`src/hw/cis_defs.vh`:
```
// Constants for the interrupt sequencer: vectors, flag positions, timing.
// Assumes inclusion by bare name from the design files.
`ifndef CIS_DEFS_VH
`define CIS_DEFS_VH

// Flag register bit positions
`define CIS_CCR_H 4
`define CIS_CCR_I 3
`define CIS_CCR_N 2
`define CIS_CCR_Z 1
`define CIS_CCR_C 0
`define CIS_CCR_ONES 3'h7
`define CIS_PC_ONES 3'h7

// Stack window
`define CIS_SP_RESET 6'h3F
`define CIS_SP_HIGH 10'h003

// Vector addresses (high byte; low byte follows)
`define CIS_VEC_RESET 16'h1FFE
`define CIS_VEC_SWI 16'h1FFC
`define CIS_VEC_EXT 16'h1FFA
`define CIS_VEC_CTIM 16'h1FF8
`define CIS_VEC_PTIM 16'h1FF6
`define CIS_VEC_SER 16'h1FF4
`define CIS_VEC_ANA 16'h1FF2

// Source codes, in priority order
`define CIS_SRC_RESET 3'h0
`define CIS_SRC_SWI 3'h1
`define CIS_SRC_EXT 3'h2
`define CIS_SRC_CTIM 3'h3
`define CIS_SRC_PTIM 3'h4
`define CIS_SRC_SER 3'h5
`define CIS_SRC_ANA 3'h6

// Stacked byte counts
`define CIS_INT_BYTES 3'h5
`define CIS_CALL_BYTES 3'h2

// Flag-update operation codes
`define CIS_OP_NONE 3'h0
`define CIS_OP_ADD 3'h1
`define CIS_OP_ADC 3'h2
`define CIS_OP_SUB 3'h3
`define CIS_OP_SBC 3'h4
`define CIS_OP_LOGIC 3'h5
`define CIS_OP_SETC 3'h6
`define CIS_OP_CLRC 3'h7

// Multiply length in clock cycles
`define CIS_MUL_CYCLES 4'hB

`endif

```
`src/hw/cis_multiplier.v`:
```
// Add-and-shift 8x8 multiplier for the sequencer.
// Assumes operands are stable only in the start cycle.
`timescale 1ns/10ps
`include "cis_defs.vh"

module cis_multiplier
(
    // Clock and reset
    input wire i_clk,
    input wire i_nrst,
    // Operands
    input wire i_start,
    input wire [7:0] i_a,
    input wire [7:0] i_x,
    // Result
    output wire o_busy,
    output wire o_done,
    output wire [15:0] o_product
);

reg [16:0] acc_ff;
reg [16:0] nxt_acc;
reg [7:0] mcand_ff;
reg [3:0] cnt_ff;
reg done_ff;
reg [8:0] part;

always @*
begin
    part = {1'b0, acc_ff[15:8]} + {1'b0, mcand_ff};
    nxt_acc = acc_ff;
    if (cnt_ff >= 4'h1 && cnt_ff <= 4'h8)
    begin
        if (acc_ff[0])
            nxt_acc = {1'b0, part, acc_ff[7:1]};
        else
            nxt_acc = acc_ff >> 1;
    end
end

always @(posedge i_clk)
begin
    if (!i_nrst)
    begin
        acc_ff <= 17'h00000;
        mcand_ff <= 8'h00;
        cnt_ff <= 4'h0;
        done_ff <= 1'b0;
    end
    else
    begin
        done_ff <= (cnt_ff == `CIS_MUL_CYCLES - 4'h1);
        if (i_start && cnt_ff == 4'h0)
        begin
            acc_ff <= {9'h000, i_x};
            mcand_ff <= i_a;
            cnt_ff <= 4'h1;
        end
        else if (cnt_ff != 4'h0)
        begin
            acc_ff <= nxt_acc;
            if (cnt_ff == `CIS_MUL_CYCLES - 4'h1)
                cnt_ff <= 4'h0;
            else
                cnt_ff <= cnt_ff + 4'h1;
        end
    end
end

assign o_busy = (cnt_ff != 4'h0) | done_ff;
assign o_done = done_ff;
assign o_product = acc_ff[15:0];

endmodule // cis_multiplier

```
`src/hw/cis_core.v`:
```
// Interrupt sequencer: instruction address, flags, stack and vectoring.
// Assumes the core holds off while o_busy is high and that stack/vector
// memory returns read data one cycle after o_mem_req.
`timescale 1ns/10ps
`include "cis_defs.vh"

module cis_core
(
    // Clock and reset
    input wire i_clk,
    input wire i_nrst,
    // Instruction stream
    input wire i_fetch,
    input wire i_jump,
    input wire [15:0] i_jump_addr,
    input wire i_instr_done,
    input wire i_clear_mask_instruction,
    input wire i_set_mask_instr,
    input wire i_software_trap_instr,
    input wire i_return_from_handler_instr,
    input wire i_call_instr,
    input wire i_return_instr,
    input wire [7:0] i_acc,
    input wire [7:0] i_idx,
    // Flag updates and multiply
    input wire [2:0] i_alu_op,
    input wire [7:0] i_alu_a,
    input wire [7:0] i_alu_b,
    input wire i_multiply_instr,
    // Reset sources
    input wire [3:0] i_reset_sources,
    input wire i_watchdog_timeout,
    input wire i_watchdog_enable_option,
    // External requests
    input wire i_ext_pin_n,
    input wire [3:0] i_port_a_low_pins,
    input wire i_port_a_request_option,
    input wire i_ext_request_enable,
    input wire i_ext_clear,
    // Peripheral flags and enables
    input wire i_core_timer_overflow_flag,
    input wire i_core_timer_overflow_enable,
    input wire i_periodic_tick_flag,
    input wire i_periodic_tick_enable,
    input wire i_capture_flag,
    input wire i_capture_int_enable,
    input wire i_compare_flag,
    input wire i_compare_int_enable,
    input wire i_prog_timer_overflow_flag,
    input wire i_prog_timer_overflow_enable,
    input wire i_serial_done_flag,
    input wire i_serial_int_enable,
    input wire i_comparator_one_flag,
    input wire i_comparator_two_flag,
    input wire i_comparator_int_enable,
    // Stack and vector memory
    output wire o_mem_req,
    output wire o_mem_we,
    output wire [15:0] o_mem_addr,
    output wire [7:0] o_mem_wdata,
    input wire [7:0] i_mem_rdata,
    // Status
    output wire [15:0] o_pc,
    output wire [7:0] o_ccr,
    output wire [15:0] o_sp_addr,
    output wire o_busy,
    output wire [7:0] o_alu_result,
    output wire [15:0] o_mul_product,
    output wire o_mul_done,
    output wire o_restore_valid,
    output wire [7:0] o_restore_acc,
    output wire [7:0] o_restore_idx,
    output wire [4:0] o_vec_ack,
    output wire o_ext_pending,
    output wire o_reset_req
);

localparam S_RUN = 2'h0;
localparam S_PUSH = 2'h1;
localparam S_PULL = 2'h2;
localparam S_VEC = 2'h3;

localparam K_INT = 1'b0;
localparam K_SUB = 1'b1;

reg [1:0] state_ff;
reg kind_ff;
reg [2:0] cnt_ff;
reg ph_ff;
reg [2:0] src_ff;
reg [15:0] pc_ff;
reg [15:0] tgt_ff;
reg [5:0] sp_ff;
reg i_bit_ff;
reg h_ff;
reg n_ff;
reg z_ff;
reg c_ff;
reg [7:0] alu_res_ff;
reg [7:0] rest_acc_ff;
reg [7:0] rest_idx_ff;
reg rest_valid_ff;
reg [7:0] rest_ccr_ff;
reg [7:0] vec_hi_ff;
reg ext_meta_ff;
reg ext_sync_ff;
reg ext_prev_ff;
reg [3:0] pa_meta_ff;
reg [3:0] pa_sync_ff;
reg [3:0] pa_prev_ff;
reg ext_pend_ff;

wire mul_busy;
wire mul_done;
wire [15:0] mul_product;

cis_multiplier u_mul
(
    .i_clk(i_clk),
    .i_nrst(i_nrst),
    .i_start(i_multiply_instr),
    .i_a(i_alu_a),
    .i_x(i_alu_b),
    .o_busy(mul_busy),
    .o_done(mul_done),
    .o_product(mul_product)
);

// Request qualification
wire [3:0] pa_rise = pa_sync_ff & ~pa_prev_ff;
wire ext_set = (ext_prev_ff & ~ext_sync_ff) |
    (i_port_a_request_option & (|pa_rise));
wire ext_req = ext_pend_ff & i_ext_request_enable;
wire ctim_req = (i_core_timer_overflow_flag & i_core_timer_overflow_enable) |
    (i_periodic_tick_flag & i_periodic_tick_enable);
wire ptim_req = (i_capture_flag & i_capture_int_enable) |
    (i_compare_flag & i_compare_int_enable) |
    (i_prog_timer_overflow_flag & i_prog_timer_overflow_enable);
wire ser_req = i_serial_done_flag & i_serial_int_enable;
wire ana_req = (i_comparator_one_flag | i_comparator_two_flag) &
    i_comparator_int_enable;
wire any_req = ext_req | ctim_req | ptim_req | ser_req | ana_req;
wire rst_req = (|i_reset_sources) |
    (i_watchdog_timeout & i_watchdog_enable_option);

reg [2:0] pick_src;
always @*
begin
    if (ext_req)
        pick_src = `CIS_SRC_EXT;
    else if (ctim_req)
        pick_src = `CIS_SRC_CTIM;
    else if (ptim_req)
        pick_src = `CIS_SRC_PTIM;
    else if (ser_req)
        pick_src = `CIS_SRC_SER;
    else
        pick_src = `CIS_SRC_ANA;
end

reg [15:0] vec_base;
always @*
begin
    case (src_ff)
        `CIS_SRC_RESET: vec_base = `CIS_VEC_RESET;
        `CIS_SRC_SWI: vec_base = `CIS_VEC_SWI;
        `CIS_SRC_EXT: vec_base = `CIS_VEC_EXT;
        `CIS_SRC_CTIM: vec_base = `CIS_VEC_CTIM;
        `CIS_SRC_PTIM: vec_base = `CIS_VEC_PTIM;
        `CIS_SRC_SER: vec_base = `CIS_VEC_SER;
        default: vec_base = `CIS_VEC_ANA;
    endcase
end

// Flag register and stacked bytes
wire [7:0] ccr = {`CIS_CCR_ONES, h_ff, i_bit_ff, n_ff, z_ff, c_ff};
wire [15:0] sp_addr = {`CIS_SP_HIGH, sp_ff};
wire [15:0] sp_next_addr = {`CIS_SP_HIGH, sp_ff + 6'h01};
reg [7:0] push_byte;
always @*
begin
    case (cnt_ff)
        3'h0: push_byte = pc_ff[7:0];
        3'h1: push_byte = {`CIS_PC_ONES, pc_ff[12:8]};
        3'h2: push_byte = i_idx;
        3'h3: push_byte = i_acc;
        default: push_byte = ccr;
    endcase
end

// Interrupt decision at the instruction boundary
wire boundary = (state_ff == S_RUN) & i_instr_done;
wire take_swi = boundary & i_software_trap_instr;
wire take_irq = boundary & ~i_software_trap_instr & ~i_bit_ff &
    any_req;
wire take_call = boundary & i_call_instr;
wire take_rti = boundary & i_return_from_handler_instr;
wire take_ret = boundary & i_return_instr;
wire [2:0] last_push = kind_ff ? `CIS_CALL_BYTES - 3'h1 :
    `CIS_INT_BYTES - 3'h1;

// Sequencer
always @(posedge i_clk)
begin
    if (!i_nrst)
    begin
        state_ff <= S_VEC;
        kind_ff <= K_INT;
        cnt_ff <= 3'h0;
        ph_ff <= 1'b0;
        src_ff <= `CIS_SRC_RESET;
        pc_ff <= 16'h0000;
        tgt_ff <= 16'h0000;
        sp_ff <= `CIS_SP_RESET;
        i_bit_ff <= 1'b1;
        rest_acc_ff <= 8'h00;
        rest_idx_ff <= 8'h00;
        rest_ccr_ff <= 8'hFF;
        rest_valid_ff <= 1'b0;
        vec_hi_ff <= 8'h00;
    end
    else if (rst_req)
    begin
        state_ff <= S_VEC;
        cnt_ff <= 3'h0;
        src_ff <= `CIS_SRC_RESET;
        sp_ff <= `CIS_SP_RESET;
        i_bit_ff <= 1'b1;
        rest_valid_ff <= 1'b0;
    end
    else
    begin
        rest_valid_ff <= 1'b0;
        case (state_ff)
            S_RUN:
            begin
                if (i_jump)
                    pc_ff <= i_jump_addr;
                else if (i_fetch)
                    pc_ff <= pc_ff + 16'h0001;
                if (i_clear_mask_instruction)
                    i_bit_ff <= 1'b0;
                else if (i_set_mask_instr)
                    i_bit_ff <= 1'b1;
                cnt_ff <= 3'h0;
                ph_ff <= 1'b0;
                if (take_swi || take_irq)
                begin
                    state_ff <= S_PUSH;
                    kind_ff <= K_INT;
                    src_ff <= take_swi ? `CIS_SRC_SWI : pick_src;
                end
                else if (take_call)
                begin
                    state_ff <= S_PUSH;
                    kind_ff <= K_SUB;
                    tgt_ff <= i_jump_addr;
                end
                else if (take_rti || take_ret)
                begin
                    state_ff <= S_PULL;
                    kind_ff <= take_ret ? K_SUB : K_INT;
                    cnt_ff <= take_ret ? `CIS_CALL_BYTES - 3'h1 :
                        `CIS_INT_BYTES - 3'h1;
                end
            end
            S_PUSH:
            begin
                sp_ff <= sp_ff - 6'h01;
                if (cnt_ff == last_push)
                begin
                    cnt_ff <= 3'h0;
                    if (kind_ff == K_SUB)
                    begin
                        pc_ff <= tgt_ff;
                        state_ff <= S_RUN;
                    end
                    else
                    begin
                        i_bit_ff <= 1'b1;
                        state_ff <= S_VEC;
                    end
                end
                else
                    cnt_ff <= cnt_ff + 3'h1;
            end
            S_PULL:
            begin
                ph_ff <= ~ph_ff;
                if (!ph_ff)
                    sp_ff <= sp_ff + 6'h01;
                else
                begin
                    case (kind_ff ? cnt_ff : cnt_ff)
                        3'h4: rest_ccr_ff <= i_mem_rdata;
                        3'h3: rest_acc_ff <= i_mem_rdata;
                        3'h2: rest_idx_ff <= i_mem_rdata;
                        3'h1: pc_ff[15:8] <= {3'h0, i_mem_rdata[4:0]};
                        default: pc_ff[7:0] <= i_mem_rdata;
                    endcase
                    if (cnt_ff == 3'h0)
                    begin
                        state_ff <= S_RUN;
                        if (kind_ff == K_INT)
                        begin
                            i_bit_ff <= rest_ccr_ff[`CIS_CCR_I];
                            rest_valid_ff <= 1'b1;
                        end
                    end
                    else
                        cnt_ff <= cnt_ff - 3'h1;
                end
            end
            default:
            begin
                if (cnt_ff == 3'h1)
                    vec_hi_ff <= i_mem_rdata;
                if (cnt_ff == 3'h2)
                begin
                    pc_ff <= {vec_hi_ff, i_mem_rdata};
                    state_ff <= S_RUN;
                    cnt_ff <= 3'h0;
                end
                else
                    cnt_ff <= cnt_ff + 3'h1;
            end
        endcase
    end
end

// Result flags; reset leaves them alone
reg [4:0] half_sum;
reg [8:0] full_sum;
wire carry_in = (i_alu_op == `CIS_OP_ADC || i_alu_op == `CIS_OP_SBC) &
    c_ff;
always @*
begin
    if (i_alu_op == `CIS_OP_SUB || i_alu_op == `CIS_OP_SBC)
    begin
        half_sum = {1'b0, i_alu_a[3:0]} - {1'b0, i_alu_b[3:0]} -
            {4'h0, carry_in};
        full_sum = {1'b0, i_alu_a} - {1'b0, i_alu_b} - {8'h00, carry_in};
    end
    else
    begin
        half_sum = {1'b0, i_alu_a[3:0]} + {1'b0, i_alu_b[3:0]} +
            {4'h0, carry_in};
        full_sum = {1'b0, i_alu_a} + {1'b0, i_alu_b} + {8'h00, carry_in};
    end
end

wire in_rti_done = (state_ff == S_PULL) & ph_ff & (cnt_ff == 3'h0) &
    (kind_ff == K_INT);

always @(posedge i_clk)
begin
    if (in_rti_done)
    begin
        h_ff <= rest_ccr_ff[`CIS_CCR_H];
        n_ff <= rest_ccr_ff[`CIS_CCR_N];
        z_ff <= rest_ccr_ff[`CIS_CCR_Z];
        c_ff <= rest_ccr_ff[`CIS_CCR_C];
    end
    else if (mul_done)
    begin
        h_ff <= 1'b0;
        c_ff <= 1'b0;
    end
    else if (state_ff == S_RUN)
    begin
        case (i_alu_op)
            `CIS_OP_ADD, `CIS_OP_ADC:
            begin
                h_ff <= half_sum[4];
                c_ff <= full_sum[8];
                n_ff <= full_sum[7];
                z_ff <= (full_sum[7:0] == 8'h00);
                alu_res_ff <= full_sum[7:0];
            end
            `CIS_OP_SUB, `CIS_OP_SBC:
            begin
                c_ff <= full_sum[8];
                n_ff <= full_sum[7];
                z_ff <= (full_sum[7:0] == 8'h00);
                alu_res_ff <= full_sum[7:0];
            end
            `CIS_OP_LOGIC:
            begin
                n_ff <= i_alu_a[7];
                z_ff <= (i_alu_a == 8'h00);
                alu_res_ff <= i_alu_a;
            end
            `CIS_OP_SETC: c_ff <= 1'b1;
            `CIS_OP_CLRC: c_ff <= 1'b0;
            default: alu_res_ff <= alu_res_ff;
        endcase
    end
end

// Pin synchronisers and external pending latch
wire vec_fetch = (state_ff == S_VEC) & (cnt_ff == 3'h0) & ~rst_req;
always @(posedge i_clk)
begin
    if (!i_nrst)
    begin
        ext_meta_ff <= 1'b1;
        ext_sync_ff <= 1'b1;
        ext_prev_ff <= 1'b1;
        pa_meta_ff <= 4'h0;
        pa_sync_ff <= 4'h0;
        pa_prev_ff <= 4'h0;
        ext_pend_ff <= 1'b0;
    end
    else
    begin
        ext_meta_ff <= i_ext_pin_n;
        ext_sync_ff <= ext_meta_ff;
        ext_prev_ff <= ext_sync_ff;
        pa_meta_ff <= i_port_a_low_pins;
        pa_sync_ff <= pa_meta_ff;
        pa_prev_ff <= pa_sync_ff;
        if (ext_set)
            ext_pend_ff <= 1'b1;
        else if (i_ext_clear || (vec_fetch && src_ff == `CIS_SRC_EXT))
            ext_pend_ff <= 1'b0;
    end
end

// Outputs
assign o_mem_req = (state_ff == S_PUSH) | ((state_ff == S_PULL) & ~ph_ff) |
    ((state_ff == S_VEC) & (cnt_ff != 3'h2));
assign o_mem_we = (state_ff == S_PUSH);
assign o_mem_addr = (state_ff == S_PUSH) ? sp_addr :
    (state_ff == S_PULL) ? sp_next_addr :
    (cnt_ff == 3'h0) ? vec_base : vec_base + 16'h0001;
assign o_mem_wdata = push_byte;
assign o_pc = pc_ff;
assign o_ccr = ccr;
assign o_sp_addr = sp_addr;
assign o_busy = (state_ff != S_RUN) | mul_busy;
assign o_alu_result = alu_res_ff;
assign o_mul_product = mul_product;
assign o_mul_done = mul_done;
assign o_restore_valid = rest_valid_ff;
assign o_restore_acc = rest_acc_ff;
assign o_restore_idx = rest_idx_ff;
assign o_vec_ack = vec_fetch ? (5'h01 << (src_ff - `CIS_SRC_EXT)) &
    {5{src_ff >= `CIS_SRC_EXT}} : 5'h00;
assign o_ext_pending = ext_pend_ff;
assign o_reset_req = rst_req;

endmodule // cis_core

```
`config.mk`:
```
export PLATFORM = sky130hd
export DESIGN_NAME = cis_core
export DESIGN_NICKNAME = d
export VERILOG_FILES = /design/src/hw/cis_multiplier.v /design/src/hw/cis_core.v
export VERILOG_INCLUDE_DIRS = /design/src /design/src/hw
export SDC_FILE = /design/constraint.sdc
export NUM_CORES = 1
export LEC_CHECK = 0
export ABC_AREA = 1
export BUFFER_PORTS_ARGS = -buffer_cell sky130_fd_sc_hd__buf_2
export CORE_ASPECT_RATIO = 1.25
export CORE_MARGIN = 2
export CORE_UTILIZATION = 29
export CTS_BUF_LIST = sky130_fd_sc_hd__clkbuf_4 sky130_fd_sc_hd__clkbuf_8 sky130_fd_sc_hd__clkbuf_16
export DETAILED_ROUTE_END_ITERATION = 10
export SYNTH_ARGS = -nofsm -noshare
export SYNTH_HDL_FRONTEND = slang
export SYNTH_SLANG_ARGS = --single-unit
```
`constraint.sdc`:
```
create_clock -name i_clk -period 5.3 [get_ports i_clk]
set_clock_uncertainty 0.1 [all_clocks]
set_input_delay 0.795 -clock i_clk [delete_from_list [all_inputs] [get_ports i_clk]]
set_output_delay 0.795 -clock i_clk [all_outputs]
set_load 0.005 [all_outputs]
```
==> results of run 1 <==
==> through the flow <==
step / total power, W / cell area, um2 / utilization, %
after floorplan: 0.001412 / 8665 / -
after global placement: 0.001563 / 9794 / 33.48
after detailed placement: 0.001566 / 9794 / 33.48
after CTS: 0.002795 / 10400 / 35.53
after global routing: 0.002905 / 10400 / 35.54
final: 0.002769 / 10400 / 35.55
==> logic make-up after synthesis <==
| group | share of synthesized area [%] |
|---|---|
| compound gates | 20.58 |
| xor+xnor | 1.221 |
| fa+ha+maj | 7.707 |
| buf+inv | 12.07 |
| flops | 33.04 |
| other cells | 0.08728 |
| simple gates | 25.30 |
==> layout make-up <==
type,instances,area [um2]
Timing Repair Buffer,204,1039
Inverter,169,634.4
Clock inverter,10,118.9
Clock buffer,22,481.7
Tap cell,396,495.5
Sequential cell,136,2843
Fill cell,3211,18850
Antenna cell,2,5.005
Multi-Input combinational cell,901,4783
==> state kept, by name (all words and copies together) (netlist names), 5 cells and up <==
register / flops
o_pc: 16
tgt_ff: 16
u_mul.acc_ff: 16
o_alu_result: 8
o_restore_acc: 8
o_restore_idx: 8
u_mul.mcand_ff: 8
vec_hi_ff: 8
sp_ff: 6
rest_ccr_ff: 5
==> path summary, 6_finish.rpt <==
check,cells after the start,slack [ps],end,start
hold reg to reg,1,300,ext_sync_ff,ext_meta_ff
setup reg to reg,6,2290,vec_hi_ff[0],state_ff[0]
hold / removal,1,300,ext_sync_ff,ext_meta_ff
setup / recovery,8,1770,o_mem_wdata[7],cnt_ff[0]
==> worst reg2reg max path, cell delays in order, from the launching register on <==
cell	delay (ps)
dfxtp_1	430
ha_1	670
inv_1	570
nor3_2	740
inv_1	200
nor2_1	140
nor2_1	50
==> metal layers <==
layer | vias up | GRT usage, % | wire length, um
met5 | - | 0 | 13
met4 | 2 | 7.341 | 958
met3 | 48 | 3.892 | 1923
met2 | 334 | 34.09 | 15070
met1 | 4226 | 22.64 | 12320
li1 | 4483 | - | -
==> power by group <==
part | switching (W) | internal, W
clock | 0.000482 | 0.000742
combinational | 0.000280 | 0.000156
sequential | 0.0000305 | 0.00108
==> layout by cell type, fill, tap and decap left out, types with 6 or more instances in the layout <==
| cell | instances |
|---|---|
| buf_4 | 7 |
| inv_2 | 6 |
| o211ai_1 | 23 |
| nor3_1 | 11 |
| o21ai_1 | 6 |
| nand4_1 | 14 |
| xor2_1 | 12 |
| nand3_1 | 74 |
| a221oi_1 | 19 |
| clkbuf_16 | 17 |
| dfxtp_1 | 124 |
| buf_2 | 197 |
| edfxtp_1 | 12 |
| a21oi_1 | 93 |
| conb_1 | 18 |
| nand2_1 | 241 |
| ha_1 | 45 |
| nor2_1 | 140 |
| a31oi_1 | 8 |
| o21ai_0 | 137 |
| inv_1 | 162 |
==> results by group, run 1 <==
Synthesis
  – Yosys warnings: 0
  – Top-area cell type share of the netlist area: 28.85%
  – Post-synthesis register bit count: 136
  – Post-Syn Area: 0.008605 mm2
  – Synth Area per Inst: 6.829 um2
  – Area contributors post-synth: dfxtp_1 29%, nand2_1 11%, o21ai_0 8.0%
  – Top-count cell post-synth: nand2_1
  – Synth cell count leaders: 241 x nand2_1, 162 x inv_1, 140 x nor2_1
  – Post-synthesis sequential area ratio: 33.04%
  – Post-synth top area cell: dfxtp_1
  – Prevailing post-synth register cell: dfxtp_1
  – Netlist cell types: 50
  – Synth async-reset ratio: 0%
  – Post-Synthesis Cells: 1260
  – Post-synth EDFFs: 12

Global routing
  – Grt total ovfl: 0
  – Largest net degree at the start of global routing: 80
  – Vias in the first global route: 8464
  – First-pass GRT wire length: 45890 um
  – Antenna violations before repair: 3
  – Global Route Usage Sum: 19.24%

Status
  – Outcome: complete, no violations

STA
  – Final period utilization: 66.56%
  – Clock period minus worst slack: 3528 ps
  – Final Max Tran Viols: 0
  – RSZ-0062 raised after global routing: no
  – Slew @ Worst Pin: 949.1 ps
  – Setup WS post-layout: 1772 ps
  – Final TNS setup: 0 ps
  – Worst Hold Slack: 301.2 ps
  – Slew headroom: 36.49%
  – FMAX: 283.5 MHz
  – Setup-failing EPs final: 0
  – Fin. Hold Viols: 0

Setup path
  – Family with the most delay on the worst path: buffers and inverters
  – Crit. End Element: output pin
  – Biggest cell delay along the critical path: 480 ps
  – CP required: 4410 ps
  – Arrival @ worst endpoint: 2630 ps
  – Critical-path maximum fanout: 9
  – WP buf/inv: 4
  – Critical Path Slowest Stage Cell: nor4_4
  – Crit path cell chain: inv_1 -> ha_1 -> nand2_1 -> clkinv_1 -> nor4_4 -> inv_1 -> o2111ai_1 -> buf_2
  – CP startpoint kind: register
  – Crit Path Category: reg2out
  – Crit path top cell by count: inv_1

CTS
  – CTS resizes: 0
  – CTS root buf: clkbuf_16
  – Worst skew pair latency: 430 ps
  – CTS tree: yes
  – CTS buffer count: 17
  – Max clock buf depth: 2
  – H-tree Lvls: 4
  – Clock transition at path regs: 60 ps
  – Clock tree sinks: 136
  – Postcts setup bufs: 0
  – Hold-fix buffers, CTS: 0

Placed design
  – Pre-CTS WS: 1736 ps
  – HPWL Detailed: 23180 um
  – Count of input and output buffers: 197
  – GPL Wtd Cong: 0.8948
  – Placed Cells: 1806

Detailed routing
  – Drc violations: 0
  – Wire length per cell: 16.46 um
  – Drt first-iter violations: 566
  – DR vias/cell: 4.942
  – Post-route ant nets: 0
  – First-pass DRT Iterations: 5
  – Routed via count: 9093
  – Routed WL: 30290 um

Power
  – Pwr/cell area: 266.3 mW/mm2
  – Leakage: 4.960 nW
  – Worst VDD drop: 0.1448 mV

Finish
  – Layout cell share with drive strength beyond 1: 18.45%
  – Synthesis-to-finish area growth: 20.87%
  – Non-Filler Instances: 1840
  – NumNets Final: 1579

Floorplan
  – CORE AREA: 0.02925 mm2
  – DIE HEIGHT: 196.6 um
  – I/O Pins: 216
  – Die X: 158.1 um
  – Starting Density: 29.41%
  – Die area: 0.03107 mm2
  – FP Rows: 70

Flow run
  – Max Cap Viol: 0

Worst hold path
  – Worst Hold Class: reg2reg
Note: power is estimated with default switching activity, not from simulation.
==> inputs of run 2 (changes only) <==
==> constraint.sdc (replaced) <==
create_clock -name i_clk -period 3 [get_ports i_clk]
set_clock_uncertainty 0.1 [all_clocks]
set_input_delay 0.45 -clock i_clk [delete_from_list [all_inputs] [get_ports i_clk]]
set_output_delay 0.45 -clock i_clk [all_outputs]
set_load 0.005 [all_outputs]
==> run 2 against run 1 <==
Sequential power increased by 77%. First-iteration DRC count up 37%. Global-route usage is 0.28 points higher. Non-clock buffer count up 29. Total power grew 83%. Final area grew 2.5%. Combinational power is 82% higher. Wire length is 0.54% higher. Count of clock-buffer cells in the layout shrank 3. Die area is the same. Utilization up 0.89 points. Critical path type unchanged. Flip-flop and latch count is the same. Largest power group unchanged.
==> results by group, run 2 (synthesized netlist as in run 1, its figures left out) <==
Status
  – Outcome: complete, no violations

Floorplan
  – DIE HEIGHT: 196.6 um
  – Die area: 0.03107 mm2
  – CORE AREA: 0.02925 mm2
  – FP Rows: 70
  – Starting Density: 29.41%
  – Die X: 158.1 um
  – I/O Pins: 216

STA
  – Final Max Tran Viols: 0
  – Slew @ Worst Pin: 836.6 ps
  – Clock period minus worst slack: 2874 ps
  – Slew headroom: 44.22%
  – Final period utilization: 95.79%
  – Setup-failing EPs final: 0
  – FMAX: 348.0 MHz
  – Worst Hold Slack: 111.6 ps
  – RSZ-0062 raised after global routing: no
  – Setup WS post-layout: 126.3 ps
  – Fin. Hold Viols: 0

Finish
  – NumNets Final: 1608
  – Fin util: 36.45%
  – Synthesis-to-finish area growth: 23.91%
  – Final Cell Area: 0.01066 mm2
  – Most common cell after layout, fill and taps aside: nand2_1
  – Most frequent cells in the layout: 241 x nand2_1, 197 x buf_2, 162 x inv_1, 140 x nor2_1, 136 x o21ai_0
  – Layout cell share with drive strength beyond 1: 20.14%

Setup path
  – WP buf/inv: 4
  – CP startpoint kind: register
  – CP required: 2450 ps
  – Crit. End Element: output pin
  – Biggest cell delay along the critical path: 370 ps
  – Arrival @ worst endpoint: 2320 ps
  – Family with the most delay on the worst path: buffers and inverters
  – Crit path top cell by count: inv_1
  – Crit Path Category: reg2out
  – Crit path cell chain: buf_4 -> ha_1 -> inv_1 -> nor2_2 -> inv_1 -> o21ai_0 -> a221oi_1 -> nand2_1 -> buf_2
  – Critical-path maximum fanout: 7
  – Critical Path Slowest Stage Cell: nor2_2

Detailed routing
  – Routed via count: 9105
  – Drc violations: 0
  – Drt first-iter violations: 773
  – Post-route ant nets: 0
  – Routed WL: 30450 um
  – First-pass DRT Iterations: 5
  – Wire length per cell: 16.30 um
  – DR vias/cell: 4.874

CTS
  – CTS tree: yes
  – Worst skew pair latency: 420 ps
  – H-tree Lvls: 4
  – CTS buffer count: 17
  – Clock tree sinks: 136
  – Max clock buf depth: 2
  – Clock transition at path regs: 60 ps
  – Hold-fix buffers, CTS: 0
  – CTS root buf: clkbuf_16

Placed design
  – Post-DP Area: 0.009997 mm2
  – GPL Wtd Cong: 0.9416
  – Count of input and output buffers: 197
  – Pre-CTS WS: -203.4 ps
  – HPWL Detailed: 23710 um

Worst hold path
  – Worst Hold Class: in2reg

Global routing
  – Antenna violations before repair: 3
  – Largest net degree at the start of global routing: 43
  – Global Route Usage Sum: 19.52%
  – Vias in the first global route: 8669
  – First-pass GRT wire length: 46580 um
  – Grt total ovfl: 0

Power
  – Worst VDD drop: 0.3483 mV
  – Final Power: 0.005058 W
  – Pwr/cell area: 474.4 mW/mm2
  – Leakage: 5.136 nW

Flow run
  – Max Cap Viol: 0
## run 2: cell types whose count changed in the layout (fill, tap and decap cells not counted), moves of 2 or more
cell / previous run / this run
buf_4: 7 / 36
bufinv_16: 2 / 4
clkbuf_4: 2 / 0
clkbuf_8: 3 / 1
clkinv_2: 1 / 4
clkinvlp_4: 4 / 1
## run 2: worst paths after layout
| path | start | endpoint | slack [ps] | depth (start not counted) |
|---|---|---|---|---|
| max | cnt_ff[0] | o_mem_wdata[2] | 130 | 9 |
| max reg2reg | c_ff | z_ff | 230 | 10 |
| min | i_port_a_low_pins[3] | pa_meta_ff[3] | 110 | 3 |
| min reg2reg | pa_meta_ff[3] | pa_sync_ff[3] | 310 | 2 |
## run 2: repair_timing
| action | CTS | global route |
|---|---|---|
| endpoints found under the setup margin | 0 | 10 |
| setup buffers | 0 | 2 |
| gates resized for setup | 0 | 3 |
## run 2: cell type report
class | instances | area [um2]
multi-input cells | 901 | 4792
inverters | 169 | 634.4
flip-flops and latches | 136 | 2843
clock buffers | 19 | 464.2
well taps | 396 | 495.5
repair buffers | 233 | 1256
diodes | 2 | 5.005
fillers | 3210 | 18590
clock inverters | 12 | 171.4
## run 2: metal layers
layer | routed length, um | GRT usage, %
met1 | 12450 | 22.57
met2 | 15060 | 34.73
met3 | 1910 | 3.980
met4 | 1022 | 8.075
met5 | 12 | 0
## run 2: power by group
part / total, W / internal (W) / leakage (nW) / switching, W
clock: 0.00230 / 0.00146 / 0.314 / 0.000847
combinational: 0.000796 / 0.000296 / 3.70 / 0.000500
sequential: 0.00196 / 0.00191 / 1.12 / 0.0000534
## run 2: stage by stage
stage	TNS [ps]	cells
after global routing	0	1867
after floorplan	0	1276
after global placement	-255.3	1833
after CTS	0	1864
final	0	1868
after detailed placement	-530.5	1833
## run 2: worst register-to-register path, stage by stage, from the launching register on
cell      delay, ps
edfxtp_1        430
nand3_1         160
fa_1            560
inv_1            60
ha_1            280
xor2_1          140
o21ai_0         250
nand3_1         130
nor3_1          250
nand4_1         140
a21oi_1         150
==> inputs of run 3 (changes only) <==
--- a/config.mk
+++ b/config.mk
@@ -15,4 +15,5 @@
 export DETAILED_ROUTE_END_ITERATION = 10
 export SYNTH_ARGS = -nofsm -noshare
 export SYNTH_HDL_FRONTEND = slang
+export SYNTH_HIERARCHICAL = 1
 export SYNTH_SLANG_ARGS = --single-unit
==> run 3 against run 2 <==
Global-route usage decreased by 1.2 points. Synthesized cell count is 1.7% higher. Die area up 3.2%. Critical path type is now reg2reg. Critical endpoint is now z_ff. Flip-flop and latch count unchanged. Final cell count grew 1.7%. Final area is 3.6% higher. Highest routed layer unchanged. Non-clock buffer count rose by 6.
==> results by group, run 3 <==
Detailed routing
  – Routed wl met3: 1779 um
  – Routed WL: 29580 um
  – Drc violations: 0
  – Drt first-iter violations: 594
  – Highest Signal Layer: met5
  – Routed via count: 9146
  – Met1 WL: 12190 um
  – Wire length per cell: 15.58 um
  – Post-route ant nets: 0
  – DR vias/cell: 4.816
  – Met2 Routed Length: 14680 um
  – First-pass DRT Iterations: 5

Synthesis
  – Area contributors post-synth: dfxtp_1 28%, nand2_1 11%, inv_1 6.8%
  – Post-synthesis sequential area ratio: 31.99%
  – Post-Synth XOR/XNOR Area: 0.9855%
  – Largest family of logic cells by synthesized area: simple AND/OR/NAND/NOR gates
  – Synth Area in Adders: 7.462%
  – Yosys warnings: 6
  – Mux cell area share after synthesis: 0%
  – Post-synth top area cell: dfxtp_1
  – Simple-Gate Fraction of Synth Area: 27.03%
  – Prevailing post-synth register cell: dfxtp_1
  – Post-Syn Area: 0.008887 mm2
  – Synth async-reset ratio: 0%
  – Post-Synthesis Cells: 1282
  – Top-count cell post-synth: nand2_1
  – Complex-gate fraction of the synthesized area: 20.05%
  – Post-synth EDFFs: 12
  – Netlist cell types: 60
  – Post-synthesis register bit count: 136
  – Synth Area per Inst: 6.932 um2
  – Top-area cell type share of the netlist area: 27.93%
  – Synth cell count leaders: 267 x nand2_1, 160 x inv_1, 124 x dfxtp_1

CTS
  – Hold-fix buffers, CTS: 0
  – Worst skew pair latency: 430 ps
  – Clock tree sinks: 136
  – CTS tree: yes
  – CTS buffer count: 17
  – Max clock buf depth: 2
  – H-tree Lvls: 4
  – CTS root buf: clkbuf_16
  – Clock transition at path regs: 60 ps

Finish
  – Synthesis-to-finish area growth: 24.26%
  – Most common cell after layout, fill and taps aside: nand2_1
  – Layout cell share with drive strength beyond 1: 24.77%
  – NumNets Final: 1636
  – Most frequent cells in the layout: 263 x nand2_1, 197 x buf_2, 156 x inv_1, 124 x dfxtp_1, 117 x nor2_1
  – Non-Filler Instances: 1899
  – Final Cell Area: 0.01104 mm2
  – Diode count: 0

Setup path
  – Biggest cell delay along the critical path: 550 ps
  – WP buf/inv: 4
  – CP startpoint kind: register
  – Critical-path maximum fanout: 2
  – CP required: 3190 ps
  – Crit path cell chain: inv_2 -> nor4_4 -> buf_4 -> inv_1 -> fa_2 -> inv_2 -> ha_4 -> xnor2_1 -> o21ai_1 -> nor2_1 -> nand3_1 -> nor2_2 -> nand4_1 -> a21oi_2
  – Crit Path Category: reg2reg
  – Family with the most delay on the worst path: adder cells
  – Crit. End Element: register
  – Critical Path Slowest Stage Cell: fa_2
  – Arrival @ worst endpoint: 3060 ps
  – Crit path top cell by count: inv_2

STA
  – Final Max Tran Viols: 0
  – Final period utilization: 95.39%
  – Slew headroom: 53.20%
  – RSZ-0062 raised after global routing: yes
  – Fin. Hold Viols: 0
  – FMAX: 349.4 MHz
  – Clock period minus worst slack: 2862 ps
  – Slew @ Worst Pin: 701.2 ps
  – Final TNS setup: 0 ps
  – Setup WS post-layout: 138.3 ps
  – Setup-failing EPs final: 0

Global routing
  – Largest net degree at the start of global routing: 62
  – Global Route Usage Sum: 18.37%
  – Antenna violations before repair: 2
  – First-pass GRT wire length: 46160 um
  – Grt total ovfl: 0
  – Vias in the first global route: 8656

Floorplan
  – CORE AREA: 0.03012 mm2
  – FP Rows: 71
  – Starting Density: 29.51%
  – Die X: 160.6 um
  – I/O Pins: 216
  – DIE HEIGHT: 199.7 um
  – Die area: 0.03207 mm2

Power
  – Final Power: 0.005277 W
  – Leakage: 5.232 nW
  – Pwr/cell area: 477.9 mW/mm2
  – Worst VDD drop: 0.2894 mV

Flow run
  – Max Cap Viol: 0

Worst hold path
  – Worst Hold Class: in2reg

Placed design
  – Pre-CTS WS: -175.1 ps
  – HPWL Detailed: 23100 um
  – Placed Cells: 1865
  – GPL Wtd Cong: 0.8782
  – Post-DP Area: 0.01028 mm2
  – Count of input and output buffers: 197

Status
  – Outcome: complete, no violations
[run 3: changes by cell type after synthesis, moves of 6 or more]
| cell | previous run | this run |
|---|---|---|
| o21ai_0 | 137 | 117 |
| nand2_1 | 241 | 267 |
| a21oi_2 | 2 | 9 |
| nor2_1 | 140 | 118 |
| nand3_1 | 74 | 62 |
| a21oi_1 | 93 | 104 |
| nor2_2 | 5 | 19 |
| nor3_2 | 3 | 9 |
| o21ai_1 | 6 | 13 |
| o211ai_1 | 23 | 16 |
| a221oi_1 | 19 | 11 |
[run 3: kinds of logic (layout without fill, tap and decap cells)]
kind of cell,after synthesis,count (layout)
xor+xnor,10,10
compound gates,307,307
simple gates,535,535
flops,136,136
buf+inv,242,442
fa+ha+maj,50,50
other cells,2,18
[run 3: final timing paths]
path                              from            end  slack [ps]  cells after the start
hold / removal    i_port_a_low_pins[2]  pa_meta_ff[2]         110                      3
setup reg to reg                  c_ff           z_ff         140                     14
hold reg to reg          pa_meta_ff[3]  pa_sync_ff[3]         310                      2
setup / recovery                  c_ff           z_ff         140                     14
[run 3: per-stage QoR]
step	utilization [%]	hold slack, ps
finish	36.67	109.9
global route	36.67	93.24
CTS	36.39	86.92
detailed placement	34.14	298.3
global placement	34.14	292.7
floorplan	-	290.5
[run 3: where the power goes]
| group | switching (W) | leakage, nW | internal (W) |
|---|---|---|---|
| Combinational | 0.000564 | 3.79 | 0.000356 |
| Sequential | 0.0000658 | 1.12 | 0.00190 |
| Clock | 0.000840 | 0.325 | 0.00155 |
[run 3: routing by layer]
metal | global-route usage (%) | vias to the layer above
met5 | 0 | -
met1 | 21.73 | 4183
li1 | - | 4592
met2 | 32.33 | 308
met4 | 7.774 | 4
met3 | 3.840 | 59
[run 3: worst min-delay path, stage by stage]
cell and delay, ps:
buf_2 70, nand2_1 40, inv_1 40
[run 3: timing repair]
item / in CTS / in global routing
setup buffers: 0 / 3
gates resized for setup: 4 / 27
setup endpoints to repair: 6 / 15
pin swaps: 1 / 11
endpoints found under the hold margin: 0 / 0
[run 3: final cells by class]
type | instances | area [um2]
clock buffer | 20 | 471.7
inverter | 172 | 654.4
timing repair buffer | 239 | 1301
tap | 401 | 501.7
sequential | 136 | 2843
fill | 3222 | 19070
multi-input combinational | 920 | 5077
clock inverter | 11 | 193.9
